## src/design/rrx_pkg.sv

```systemverilog
`default_nettype none
package rrx_pkg;
  localparam int ADDR_W = 12;
  localparam int DATA_W = 16;
  localparam int NUM_CH = 2;
  // register map
  localparam logic [ADDR_W-1:0] OFS_IC [NUM_CH] = '{12'h071, 12'h072};
  localparam logic [ADDR_W-1:0] OFS_SEL = 12'h206;
  localparam logic [ADDR_W-1:0] OFS_CH_BASE [NUM_CH] = '{12'h100, 12'h120};
  localparam int CH_IDX_W = 5;
  localparam logic [CH_IDX_W-1:0] R_CON0 = 5'h00;
  localparam logic [CH_IDX_W-1:0] R_CON2 = 5'h02;
  localparam logic [CH_IDX_W-1:0] R_INT = 5'h03;
  localparam logic [CH_IDX_W-1:0] R_HDMIN = 5'h04;
  localparam logic [CH_IDX_W-1:0] R_HDMAX = 5'h05;
  localparam logic [CH_IDX_W-1:0] R_D0MIN = 5'h06;
  localparam logic [CH_IDX_W-1:0] R_D0MAX = 5'h07;
  localparam logic [CH_IDX_W-1:0] R_D1MIN = 5'h08;
  localparam logic [CH_IDX_W-1:0] R_D1MAX = 5'h09;
  localparam logic [CH_IDX_W-1:0] R_CPC = 5'h0A;
  localparam logic [CH_IDX_W-1:0] R_CPD = 5'h0B;
  // field layout
  localparam int IC_LVL_W = 3;
  localparam int IC_IR_BIT = 3;
  localparam int SEL_W = 8;
  localparam int SEL_BIT [NUM_CH] = '{4, 5};
  localparam int CON0_EN = 0;
  localparam int CON0_HDR = 1;
  localparam int CON0_SPEC = 2;
  localparam int CON0_PAT = 3;
  localparam int CON2_RUN = 0;
  localparam int CON2_OVF = 1;
  localparam int CON2_OVF_EN = 2;
  localparam int INT_W = 8;
  localparam int HD_W = 11;
  localparam int DW_W = 8;
  localparam int CPN_W = 3;
  localparam int CPC_EN = 3;
  localparam int CNT_W = 16;
  localparam int BIT_CNT_W = 6;
  localparam logic [BIT_CNT_W-1:0] BUF_FULL_COUNT = 6'h30;
  localparam logic [CNT_W-1:0] CNT_MAX = 16'hFFFF;
  localparam logic [CNT_W-1:0] CNT_ZERO = 16'h0000;
  // event index; ovf sits above the eight enable-register sources
  localparam int EV_CMP = 0;
  localparam int EV_ERR = 1;
  localparam int EV_DONE = 2;
  localparam int EV_BFUL = 3;
  localparam int EV_HDR = 4;
  localparam int EV_DATA = 5;
  localparam int EV_MEAS = 6;
  localparam int EV_SPEC = 7;
  localparam int EV_OVF = 8;
  localparam int NUM_EV = 9;

  typedef enum logic [1:0] {
    RUN_STOP = 2'b00,
    RUN_ARM = 2'b01,
    RUN_GO = 2'b11
  } rrx_run_st_t;

  typedef struct packed {
    logic pattern;
    logic header_required;
    logic special_en;
    logic cmp_en;
    logic [CPN_W-1:0] compare_bit_count_select;
    logic [HD_W-1:0] hd_min;
    logic [HD_W-1:0] hd_max;
    logic [DW_W-1:0] d0_min;
    logic [DW_W-1:0] d0_max;
    logic [DW_W-1:0] d1_min;
    logic [DW_W-1:0] d1_max;
    logic [DW_W-1:0] cmp_data;
  } rrx_ch_cfg_t;

  function automatic logic rrx_in_win(input logic [CNT_W-1:0] v,
                                      input logic [CNT_W-1:0] lo,
                                      input logic [CNT_W-1:0] hi);
    rrx_in_win = (v >= lo) && (v <= hi);
  endfunction : rrx_in_win

  function automatic logic rrx_ch_hit(input logic [ADDR_W-1:0] a,
                                      input logic [ADDR_W-1:0] base);
    rrx_ch_hit = a[ADDR_W-1:CH_IDX_W] == base[ADDR_W-1:CH_IDX_W];
  endfunction : rrx_ch_hit
endpackage : rrx_pkg
`default_nettype wire

```

## src/design/rrx_evt_if.sv

```systemverilog
`timescale 1ns/1ns
`default_nettype none
interface rrx_evt_if;
  import rrx_pkg::*;
  rrx_ch_cfg_t cfg;
  logic running;
  logic measure_end;
  logic [CNT_W-1:0] meas_value;
  logic [CNT_W-1:0] counter;
  logic [BIT_CNT_W-1:0] bit_count;
  logic [DW_W-1:0] rx_data0;
  logic [NUM_EV-1:0] events;
  logic ovf_flag;
  modport ctl (output cfg, running, measure_end, meas_value, counter,
    bit_count, rx_data0, input events, ovf_flag);
  modport evt (input cfg, running, measure_end, meas_value, counter,
    bit_count, rx_data0, output events, ovf_flag);
endinterface : rrx_evt_if
`default_nettype wire

```

## src/design/rrx_run_ctl.sv

```systemverilog
`timescale 1ns/1ns
`default_nettype none
module rrx_run_ctl
  import rrx_pkg::*;
(
  input wire logic clock,
  input wire logic reset,
  input wire logic enable,
  input wire logic count_tick,
  output logic running
);
  typedef struct packed {
    rrx_run_st_t st;
  } rrx_run_state_t;
  rrx_run_state_t state_reg;
  rrx_run_state_t state_next;

  // start needs two count-source ticks, stop only one
  always_comb
  begin
    state_next = state_reg;
    if (count_tick)
    begin
      case (state_reg.st)
        RUN_STOP: state_next.st = enable ? RUN_ARM : RUN_STOP;
        RUN_ARM: state_next.st = enable ? RUN_GO : RUN_STOP;
        RUN_GO: state_next.st = enable ? RUN_GO : RUN_STOP;
        default: state_next.st = RUN_STOP;
      endcase
    end
  end

  always_ff @(posedge clock or posedge reset)
  begin
    if (reset)
      state_reg <= '{st: RUN_STOP};
    else
      state_reg <= state_next;
  end

  assign running = state_reg.st == RUN_GO;
endmodule : rrx_run_ctl
`default_nettype wire

```

## src/design/rrx_chan_evt.sv

```systemverilog
`timescale 1ns/1ns
`default_nettype none
module rrx_chan_evt
  import rrx_pkg::*;
#(
  parameter bit HAS_EXT = 1'b1
)
(
  input wire logic clock,
  input wire logic reset,
  rrx_evt_if.evt ev_if
);
  typedef struct packed {
    logic [CNT_W-1:0] prev_cnt;
    logic done_cond;
    logic bful_cond;
    logic cmp_cond;
    logic header_seen;
    logic ovf_flag;
    logic [NUM_EV-1:0] events;
  } rrx_evt_state_t;
  rrx_evt_state_t state_reg;
  rrx_evt_state_t state_next;

  always_comb
  begin
    logic run, pat, mend, hd, d0, d1, wrap;
    logic done_now, bful_now, cmp_now;
    logic [DW_W-1:0] mask;
    run = 1'b0;
    pat = 1'b0;
    mend = 1'b0;
    hd = 1'b0;
    d0 = 1'b0;
    d1 = 1'b0;
    wrap = 1'b0;
    done_now = 1'b0;
    bful_now = 1'b0;
    cmp_now = 1'b0;
    mask = '0;
    state_next = state_reg;
    run = ev_if.running;
    pat = ev_if.cfg.pattern;
    mend = run && ev_if.measure_end;
    hd = rrx_in_win(ev_if.meas_value, CNT_W'(ev_if.cfg.hd_min),
      CNT_W'(ev_if.cfg.hd_max));
    d0 = rrx_in_win(ev_if.meas_value, CNT_W'(ev_if.cfg.d0_min),
      CNT_W'(ev_if.cfg.d0_max));
    d1 = rrx_in_win(ev_if.meas_value, CNT_W'(ev_if.cfg.d1_min),
      CNT_W'(ev_if.cfg.d1_max));
    done_now = run && pat && (ev_if.counter > CNT_W'(ev_if.cfg.hd_max))
      && (ev_if.counter > CNT_W'(ev_if.cfg.d0_max))
      && (ev_if.counter > CNT_W'(ev_if.cfg.d1_max));
    bful_now = HAS_EXT && run && pat
      && (ev_if.bit_count == BUF_FULL_COUNT);
    mask = 8'hFF >> (3'h7 - ev_if.cfg.compare_bit_count_select);
    cmp_now = HAS_EXT && run && pat && ev_if.cfg.cmp_en
      && (((ev_if.cfg.cmp_data ^ ev_if.rx_data0) & mask) == '0);
    wrap = run && !pat && (state_reg.prev_cnt == CNT_MAX)
      && (ev_if.counter == CNT_ZERO);
    state_next.prev_cnt = ev_if.counter;
    state_next.done_cond = done_now;
    state_next.bful_cond = bful_now;
    state_next.cmp_cond = cmp_now;
    state_next.events = '0;
    // level conditions fire once, on entry
    state_next.events[EV_DONE] = done_now && !state_reg.done_cond;
    state_next.events[EV_BFUL] = bful_now && !state_reg.bful_cond;
    state_next.events[EV_CMP] = cmp_now && !state_reg.cmp_cond;
    state_next.events[EV_HDR] = mend && pat && ev_if.cfg.header_required
      && hd;
    state_next.events[EV_DATA] = mend && pat && (d0 || d1);
    state_next.events[EV_SPEC] = HAS_EXT && mend && pat
      && ev_if.cfg.special_en && hd;
    state_next.events[EV_ERR] = mend && pat && (!(hd || d0 || d1)
      || ((d0 || d1) && ev_if.cfg.header_required
      && !state_reg.header_seen));
    state_next.events[EV_MEAS] = mend;
    state_next.events[EV_OVF] = wrap;
    if (done_now || !run)
      state_next.header_seen = 1'b0;
    if (mend && pat && hd)
      state_next.header_seen = 1'b1;
    // flag held until the next measurement; a wrap then still wins
    if (mend)
      state_next.ovf_flag = 1'b0;
    if (wrap)
      state_next.ovf_flag = 1'b1;
  end

  always_ff @(posedge clock or posedge reset)
  begin
    if (reset)
      state_reg <= '0;
    else
      state_reg <= state_next;
  end

  assign ev_if.events = state_reg.events;
  assign ev_if.ovf_flag = state_reg.ovf_flag;
endmodule : rrx_chan_evt
`default_nettype wire

```

## src/design/rrx_top.sv

```systemverilog
`timescale 1ns/1ns
`default_nettype none
module rrx_top
  import rrx_pkg::*;
#(
  parameter int CHANNELS = rrx_pkg::NUM_CH
)
(
  input wire logic clock,
  input wire logic reset,
  input wire logic [rrx_pkg::ADDR_W-1:0] reg_addr,
  input wire logic [rrx_pkg::DATA_W-1:0] reg_wdata,
  input wire logic reg_write,
  input wire logic reg_read,
  output logic [rrx_pkg::DATA_W-1:0] reg_rdata,
  input wire logic [rrx_pkg::NUM_CH-1:0] count_tick,
  input wire logic [rrx_pkg::NUM_CH-1:0] measure_end,
  input wire logic [rrx_pkg::CNT_W-1:0] measured_value0,
  input wire logic [rrx_pkg::CNT_W-1:0] measured_value1,
  input wire logic [rrx_pkg::CNT_W-1:0] running_counter0,
  input wire logic [rrx_pkg::CNT_W-1:0] running_counter1,
  input wire logic [rrx_pkg::BIT_CNT_W-1:0] received_bit_count,
  input wire logic [rrx_pkg::DW_W-1:0] first_receive_data,
  output logic [rrx_pkg::NUM_CH-1:0] channel_enable,
  output logic [rrx_pkg::NUM_CH-1:0] running_flag,
  output logic [rrx_pkg::NUM_CH-1:0] irq_request
);
  if (CHANNELS != NUM_CH)
  begin : g_bad_channels
    $error("rrx_top serves exactly two channels");
  end

  typedef struct packed {
    logic [NUM_CH-1:0][IC_LVL_W-1:0] lvl;
    logic [NUM_CH-1:0] pending;
    logic [SEL_W-1:0] sel;
    logic [NUM_CH-1:0] en;
    logic [NUM_CH-1:0] ovf_en;
    logic [NUM_CH-1:0][INT_W-1:0] int_en;
    rrx_ch_cfg_t [NUM_CH-1:0] cfg;
    logic [DATA_W-1:0] rdata;
    logic [NUM_CH-1:0] irq;
    logic [NUM_CH-1:0] run;
  } rrx_top_state_t;
  rrx_top_state_t state_reg;
  rrx_top_state_t state_next;

  logic [NUM_CH-1:0] running;
  logic [NUM_CH-1:0][NUM_EV-1:0] events;
  logic [NUM_CH-1:0] ovf_flag;
  logic [NUM_CH-1:0][CNT_W-1:0] meas_values;
  logic [NUM_CH-1:0][CNT_W-1:0] counters;

  assign meas_values = {measured_value1, measured_value0};
  assign counters = {running_counter1, running_counter0};

  rrx_evt_if evt_if [NUM_CH] ();

  for (genvar g = 0; g < NUM_CH; g++)
  begin : g_ch
    assign evt_if[g].cfg = state_reg.cfg[g];
    assign evt_if[g].running = running[g];
    assign evt_if[g].measure_end = measure_end[g];
    assign evt_if[g].meas_value = meas_values[g];
    assign evt_if[g].counter = counters[g];
    assign evt_if[g].bit_count = received_bit_count;
    assign evt_if[g].rx_data0 = first_receive_data;
    assign events[g] = evt_if[g].events;
    assign ovf_flag[g] = evt_if[g].ovf_flag;

    // one source unit per channel, its own request path
    rrx_chan_evt #(
      .HAS_EXT(g == 0)
    ) u_evt (
      .clock(clock),
      .reset(reset),
      .ev_if(evt_if[g])
    );

    rrx_run_ctl u_run (
      .clock(clock),
      .reset(reset),
      .enable(state_reg.en[g]),
      .count_tick(count_tick[g]),
      .running(running[g])
    );
  end

  always_comb
  begin
    logic [CH_IDX_W-1:0] idx;
    logic clr;
    logic fire;
    logic ch_w;
    logic ch_r;
    idx = '0;
    clr = 1'b0;
    fire = 1'b0;
    ch_w = 1'b0;
    ch_r = 1'b0;
    state_next = state_reg;
    state_next.rdata = '0;
    state_next.run = running;
    idx = reg_addr[CH_IDX_W-1:0];
    if (reg_write && reg_addr == OFS_SEL)
      state_next.sel = reg_wdata[SEL_W-1:0];
    if (reg_read && reg_addr == OFS_SEL)
      state_next.rdata = DATA_W'(state_reg.sel);
    for (int i = 0; i < NUM_CH; i++)
    begin
      clr = reg_write && reg_addr == OFS_IC[i] && !reg_wdata[IC_IR_BIT];
      ch_w = reg_write && rrx_ch_hit(reg_addr, OFS_CH_BASE[i]);
      ch_r = reg_read && rrx_ch_hit(reg_addr, OFS_CH_BASE[i]);
      if (reg_write && reg_addr == OFS_IC[i])
        state_next.lvl[i] = reg_wdata[IC_LVL_W-1:0];
      if (reg_read && reg_addr == OFS_IC[i])
        state_next.rdata = DATA_W'({state_reg.pending[i], state_reg.lvl[i]});
      if (ch_w)
      begin
        case (idx)
          R_CON0:
          begin
            state_next.en[i] = reg_wdata[CON0_EN];
            state_next.cfg[i].header_required = reg_wdata[CON0_HDR];
            state_next.cfg[i].special_en = reg_wdata[CON0_SPEC];
            state_next.cfg[i].pattern = reg_wdata[CON0_PAT];
          end
          R_CON2: state_next.ovf_en[i] = reg_wdata[CON2_OVF_EN];
          R_INT: state_next.int_en[i] = reg_wdata[INT_W-1:0];
          R_HDMIN: state_next.cfg[i].hd_min = reg_wdata[HD_W-1:0];
          R_HDMAX: state_next.cfg[i].hd_max = reg_wdata[HD_W-1:0];
          R_D0MIN: state_next.cfg[i].d0_min = reg_wdata[DW_W-1:0];
          R_D0MAX: state_next.cfg[i].d0_max = reg_wdata[DW_W-1:0];
          R_D1MIN: state_next.cfg[i].d1_min = reg_wdata[DW_W-1:0];
          R_D1MAX: state_next.cfg[i].d1_max = reg_wdata[DW_W-1:0];
          R_CPC:
          begin
            state_next.cfg[i].compare_bit_count_select = reg_wdata[CPN_W-1:0];
            state_next.cfg[i].cmp_en = reg_wdata[CPC_EN];
          end
          R_CPD: state_next.cfg[i].cmp_data = reg_wdata[DW_W-1:0];
          default: ;
        endcase
      end
      if (ch_r)
      begin
        case (idx)
          R_CON0:
          begin
            state_next.rdata[CON0_EN] = state_reg.en[i];
            state_next.rdata[CON0_HDR] = state_reg.cfg[i].header_required;
            state_next.rdata[CON0_SPEC] = state_reg.cfg[i].special_en;
            state_next.rdata[CON0_PAT] = state_reg.cfg[i].pattern;
          end
          R_CON2:
          begin
            state_next.rdata[CON2_RUN] = running[i];
            state_next.rdata[CON2_OVF] = ovf_flag[i];
            state_next.rdata[CON2_OVF_EN] = state_reg.ovf_en[i];
          end
          R_INT: state_next.rdata = DATA_W'(state_reg.int_en[i]);
          R_HDMIN: state_next.rdata = DATA_W'(state_reg.cfg[i].hd_min);
          R_HDMAX: state_next.rdata = DATA_W'(state_reg.cfg[i].hd_max);
          R_D0MIN: state_next.rdata = DATA_W'(state_reg.cfg[i].d0_min);
          R_D0MAX: state_next.rdata = DATA_W'(state_reg.cfg[i].d0_max);
          R_D1MIN: state_next.rdata = DATA_W'(state_reg.cfg[i].d1_min);
          R_D1MAX: state_next.rdata = DATA_W'(state_reg.cfg[i].d1_max);
          R_CPC: state_next.rdata = DATA_W'({state_reg.cfg[i].cmp_en,
            state_reg.cfg[i].compare_bit_count_select});
          R_CPD: state_next.rdata = DATA_W'(state_reg.cfg[i].cmp_data);
          default: ;
        endcase
      end
      // gate each source by its enable; overflow enable sits in CON2
      fire = |(events[i] & {state_reg.ovf_en[i], state_reg.int_en[i]});
      // sticky: only a software write of 0 clears, and an event wins
      state_next.pending[i] = fire
        || (state_reg.pending[i] && !clr);
      state_next.irq[i] = state_next.pending[i]
        && state_next.sel[SEL_BIT[i]];
    end
  end

  always_ff @(posedge clock or posedge reset)
  begin
    if (reset)
      state_reg <= '0;
    else
      state_reg <= state_next;
  end

  assign reg_rdata = state_reg.rdata;
  assign channel_enable = state_reg.en;
  assign running_flag = state_reg.run;
  assign irq_request = state_reg.irq;
endmodule : rrx_top
`default_nettype wire

```

## config.mk

```make
export PLATFORM = sky130hd
export DESIGN_NAME = rrx_top
export DESIGN_NICKNAME = d
export VERILOG_FILES = /design/src/design/rrx_pkg.sv /design/src/design/rrx_evt_if.sv /design/src/design/rrx_run_ctl.sv /design/src/design/rrx_chan_evt.sv /design/src/design/rrx_top.sv
export SDC_FILE = /design/constraint.sdc
export NUM_CORES = 1
export LEC_CHECK = 0
export BUFFER_PORTS_ARGS = -buffer_cell sky130_fd_sc_hd__buf_4
export CORE_MARGIN = 2
export CORE_UTILIZATION = 35
export CTS_CLUSTER_DIAMETER = 100
export CTS_CLUSTER_SIZE = 10
export DETAILED_ROUTE_END_ITERATION = 8
export PLACE_DENSITY = 0.64
export SYNTH_ARGS = -nofsm -noshare
export SYNTH_HDL_FRONTEND = slang
export SYNTH_SLANG_ARGS = --single-unit
```

## constraint.sdc

```tcl
create_clock -name clock -period 9.24 [get_ports clock]
set_input_delay 2.31 -clock clock [delete_from_list [all_inputs] [get_ports clock]]
set_output_delay 2.31 -clock clock [all_outputs]
set_load 0.1 [all_outputs]
```

Yosys cells after proc, flatten, opt, wreduce, memory -nomap -nowiden
Cells that the tools add are included.
Storage, ports and cells
  flip-flop bits (word level): 253
Operators by class
  reduce and logical (&&, ||, !) cells: 126
  order comparisons: 18
  multiplexer cells: 26
  shift-type cells: 1
  bitwise logic cells: 4
  add/sub/neg operators: 1
  eq/ne operators: 22
Operators with widths (count)
  case mux 12 bit (9 select lines): 2
  case mux 3 bit (11 select lines): 2
  greater-or-equal comparator 16 x 8 -> 1 bit: 4
  greater-than comparator 16 x 8 -> 1 bit: 4
  <= comparator 16 x 8 -> 1 bit: 4
  2-to-1 mux 16 bit: 4
  logical AND 1 bit: 63
  AND reduction 2 bit: 22
  == test 16 bit (second input constant): 2
  greater-or-equal comparator 16 x 11 -> 1 bit: 2
  greater-than comparator 16 x 11 -> 1 bit: 2
  <= comparator 16 x 11 -> 1 bit: 2
  zero test 16 bit: 2
  == test 12 x 7 -> 1 bit (second input constant): 2
  == test 5 x 3 -> 1 bit (second input constant): 4
  == test 5 x 4 -> 1 bit (second input constant): 4
  case mux 1 bit (10 select lines): 2
  bitwise AND 9 bit: 2
  OR reduction 9 bit: 2
  zero test 1 bit: 15
  == test 7 x 4 -> 1 bit (second input constant): 2
  == test 12 x 10 -> 1 bit (second input constant): 1
  logical OR 1 bit: 12
  == test 5 x 2 -> 1 bit (second input constant): 2
  other kinds (17): 35

Longest topological paths before layout
  word-level depth: 9
  depth in mapped cells: 8
  depth with buffers taken out: 8

By module
From an unflattened synthesis, not the netlist that was laid out.
Second synthesis, totals
  cell total of the unflattened synthesis: 1372
  area, all modules: 15154.5 um^2
Modules (own cells, without submodules)
  rrx_top: cells an instance 691, instances 1, area an instance 9012.4 um^2
  rrx_chan_evt at g_ch[0].u_evt: cells an instance 343, instances 1, area an instance 3095.5 um^2
  rrx_chan_evt at g_ch[1].u_evt: cells an instance 316, instances 1, area an instance 2861.5 um^2
  rrx_run_ctl: cells an instance 11, instances 2, area an instance 92.6 um^2

Least setup slack after synthesis
OpenSTA, ideal clock, no wires.
  path kind: input to register
  start point: in measured_value1[5] (netlist bit)
  end point: reg g_ch[1].u_evt.state_reg (netlist bit g_ch[1].u_evt.ev_if.events[1])
  setup time: 0.125 ns
  slack: 5.095 ns
  stages: 7
  data arrival time: 4.021 ns
  cell sequence: ha_1 > a211oi_1 > nor2_1 > or3_1 > a32o_1 > a211oi_1 > mux2_2
RTL lines
  start: declaration: line rrx_top.sv:19  | input wire logic [rrx_pkg::CNT_W-1:0] measured_value1,
  end signal: assignment: line rrx_chan_evt.sv:96  | state_reg <= state_next;
  end: declaration: line rrx_chan_evt.sv:22  | rrx_evt_state_t state_reg;

Worst setup path after layout
  start point: in reg_addr[2] (netlist bit)
  end point: reg state_reg (netlist bit evt_if[1].cfg[24])
On the way
  word-level cells in the longest chain between the ends: 2
RTL lines
  start: declaration: line rrx_top.sv:11  | input wire logic [rrx_pkg::ADDR_W-1:0] reg_addr,
  == test 5 x 3 -> 1 bit: line rrx_top.sv:120  | case (idx)
  AND reduction 2 bit (no source line)
  end signal: assignment: line rrx_top.sv:189  | state_reg <= state_next;
  end: declaration: line rrx_top.sv:45  | rrx_top_state_t state_reg;
Every way passes these cells.
A chain may end at the register's enable or synchronous reset.

==> impl_metrics.ini <==
[finish]
final_common_cell = dfrtp_1
fin_nets = 1775
layout-drive-gt1-share_pct = 19.3
n_antenna_cell = 0
largest_reg_flops = 138
design_area_mm2 = 0.0165
final_cell_mix = dfrtp_1 (248), ha_1 (162), buf_4 (132)
area_growth_pct = 14.1
stdcell_count = 2031

[sta]
clock_skew_ps = 7.90
period_needed_ps = 4640
finalCritPeriodShare_pct = 50.2
setup_ws_ps = 4600
rsz0062_at_grt = false
hold_viol_final = 0
setup_viol = 0
timing.fmax_ghz = 0.216
fin_setup_tns_ps = 0
worst_pin_slew_ps = 1220
slew_violations = 0
slew_headroom_pct = 18.3

[synthesis]
synth_compound_area_share_pct = 15.0
synthAdderAreaFrac_pct = 14.0
syn_inst = 1401
yosys.area_share.simple_pct = 13.2
synth.yosys.seq_area_share_pct = 42.8
synth.distinct_cells = 71
synth_xor_area_share_pct = 0.483
synth_top_family_by_area = compound AO/OA/AOI/OAI gates
ys.flop_type = dfrtp_1
synth_area_leaders = dfrtp_1 (43%), ha_1 (14%), mux2_2 (7.5%)
yosys_warnings = 0
yosysTopAreaCell = dfrtp_1
synth-seq-cells = 248
synth-edff-count = 0
syn_area_mm2 = 0.0145
synth_mux_area_share_pct = 8.77
synth.avg_cell_area_um2 = 10.3
ys_async_sr_fraction_pct = 100
yosysTopAreaCellShare_pct = 42.8

[cts]
numCtsBuffers = 28
htreeDepth = 1
cts_setup_buffers = 0
cts_max_path_buffers = 3
ctsResizeCount = 0
clock_latency_ps = 560
cts_hold_buf = 0
cts-root-buf = clkbuf_16
path_clk_slew_ps = 60
cts.sinks = 248
tritoncts = built

[placement]
place_inst = 2001
portBuffers = 125
gp_congestion = 0.924
dp_slack_ps = 4130
post_dp_cell_area_mm2 = 0.0158
dp_hpwl_um = 33400

[grt]
grt_max_degree = 123
grt_pass1_vias = 11500
grt_usage_pct = 20.5
grt_overflow = 0
grt_pass1_wl_um = 68400
antenna_found_initial = 0

[pwr]
leakage_nw = 7.84
irDropWorstVdd_uv = 126
total_power_w = 0.00232
powerDensity_mw_per_mm2 = 140

[hold_path]
hold_class = flop to flop

[floorplanning]
dieArea_mm2 = 0.0431
ios = 136
row_count = 74
die_w_um = 208
die_h_um = 208
start_util_pct = 35.5
core_mm2 = 0.0408

[outcome]
outcome = complete, no violations

[setup_path]
critPathRequiredTime_ps = 9680
end_kind = flop
critPathBufInv = 2
start_kind = input pin
cp_slowest_cell = nor2_2
path_cells = buf_4, or3b_1, nor2_2, inv_1, nor2_2, mux2_2
path_common_cell = nor2_2
slowest_delay_ps = 770
cp_top_family = simple AND/OR/NAND/NOR gates
path_max_fanout = 15
path_class = input pin to flop
crit_arrival_ps = 5080

[route]
drt_iter0_drc = 942
wl_um = 44700
vias = 11500
dr.pass1.iters = 6
routed_via_density = 5.65
drc = 0
wire_per_inst_um = 22.0
final_antenna_net_count = 0

[job]
maxCapViolations = 0
cell usage after synthesis (7+ instances only):
| master | instances |
|---|---|
| nand3_1 | 30 |
| dfrtp_1 | 248 |
| xor2_1 | 7 |
| buf_4 | 26 |
| inv_1 | 123 |
| a211oi_1 | 16 |
| nor3_1 | 12 |
| o211ai_1 | 14 |
| a22o_1 | 16 |
| clkbuf_1 | 26 |
| a221oi_1 | 9 |
| nand4_1 | 30 |
| buf_2 | 16 |
| and2_1 | 12 |
| mux2_1 | 15 |
| nor2b_1 | 20 |
| nor4_1 | 12 |
| mux2_2 | 97 |
| a21oi_1 | 56 |
| o21ai_0 | 101 |
| nor2_2 | 7 |
| nor2_1 | 40 |
| a222oi_1 | 10 |
| a22oi_1 | 42 |
| nand2_1 | 118 |
| ha_1 | 162 |
| o22ai_1 | 8 |
worst paths after layout:
kind / from / to / slack (ps) / cells past startpoint
worst max register to register: evt_if[1].cfg[31]$_DFFE_PP0P_ / g_ch[1].u_evt.ev_if.events[1]$_DFF_PP0_ / 6770 / 7
min in group asynchronous: reset / g_ch[1].u_evt.state_reg[23]$_DFF_PP0_ / 1900 / 2
max in group asynchronous: reset / evt_if[1].cfg[41]$_DFFE_PP0P_ / 5770 / 3
worst min-delay path: g_ch[0].u_evt.state_reg[11]$_DFF_PP0_ / g_ch[0].u_evt.ev_if.events[0]$_DFF_PP0_ / 390 / 1
worst min register to register: g_ch[0].u_evt.state_reg[11]$_DFF_PP0_ / g_ch[0].u_evt.ev_if.events[0]$_DFF_PP0_ / 390 / 1
worst max-delay path: reg_addr[2] / evt_if[1].cfg[24]$_DFFE_PP0P_ / 4600 / 6
worst reg2reg max path: stages, from the launching register on:
cell and delay, ps:
dfrtp_1 380, inv_1 190, ha_1 280, and4_1 190, or3_1 360, a32o_1 290
a211oi_1 290, mux2_2 380
layout make-up:
cell class / count / area (um2)
fillers: 3943 / 24300
flip-flops and latches: 248 / 6210
clock buffers: 30 / 739
multi-input cells: 966 / 7470
inverters: 123 / 469
repair buffers: 132 / 991
well taps: 532 / 666
power by group:
part / internal [W] / leakage (nW) / switching [W]
clock: 0.000553 / 0.365 / 0.000430
combinational: 0.0000785 / 4.45 / 0.000150
sequential: 0.00110 / 3.03 / 0.00000656
per-layer routing:
layer / wire [um] / track usage [%] / up-vias
li1: - / - / 5302
met1: 18700 / 26.9 / 5639
met2: 21000 / 33.9 / 424
met3: 2860 / 3.13 / 104
met4: 2150 / 8.62 / 0
met5: 0 / 0 / -
metrics by stage:
step           utilization [%]  hold slack [ps]
2_1_floorplan                -              378
3_3_place_gp              38.7              384
3_5_place_dp              38.7              385
4_1_cts                   40.5              393
5_1_grt                   40.5              410
6_report                  40.5              392
cell families after synthesis:
logic type	count (synthesis)
simple gates	350
xor+xnor	8
other cells	1
flops	248
buf+inv	191
compound gates	328
fa+ha+maj	162
mux	113
No activity file was read; power rests on OpenSTA's default activity.
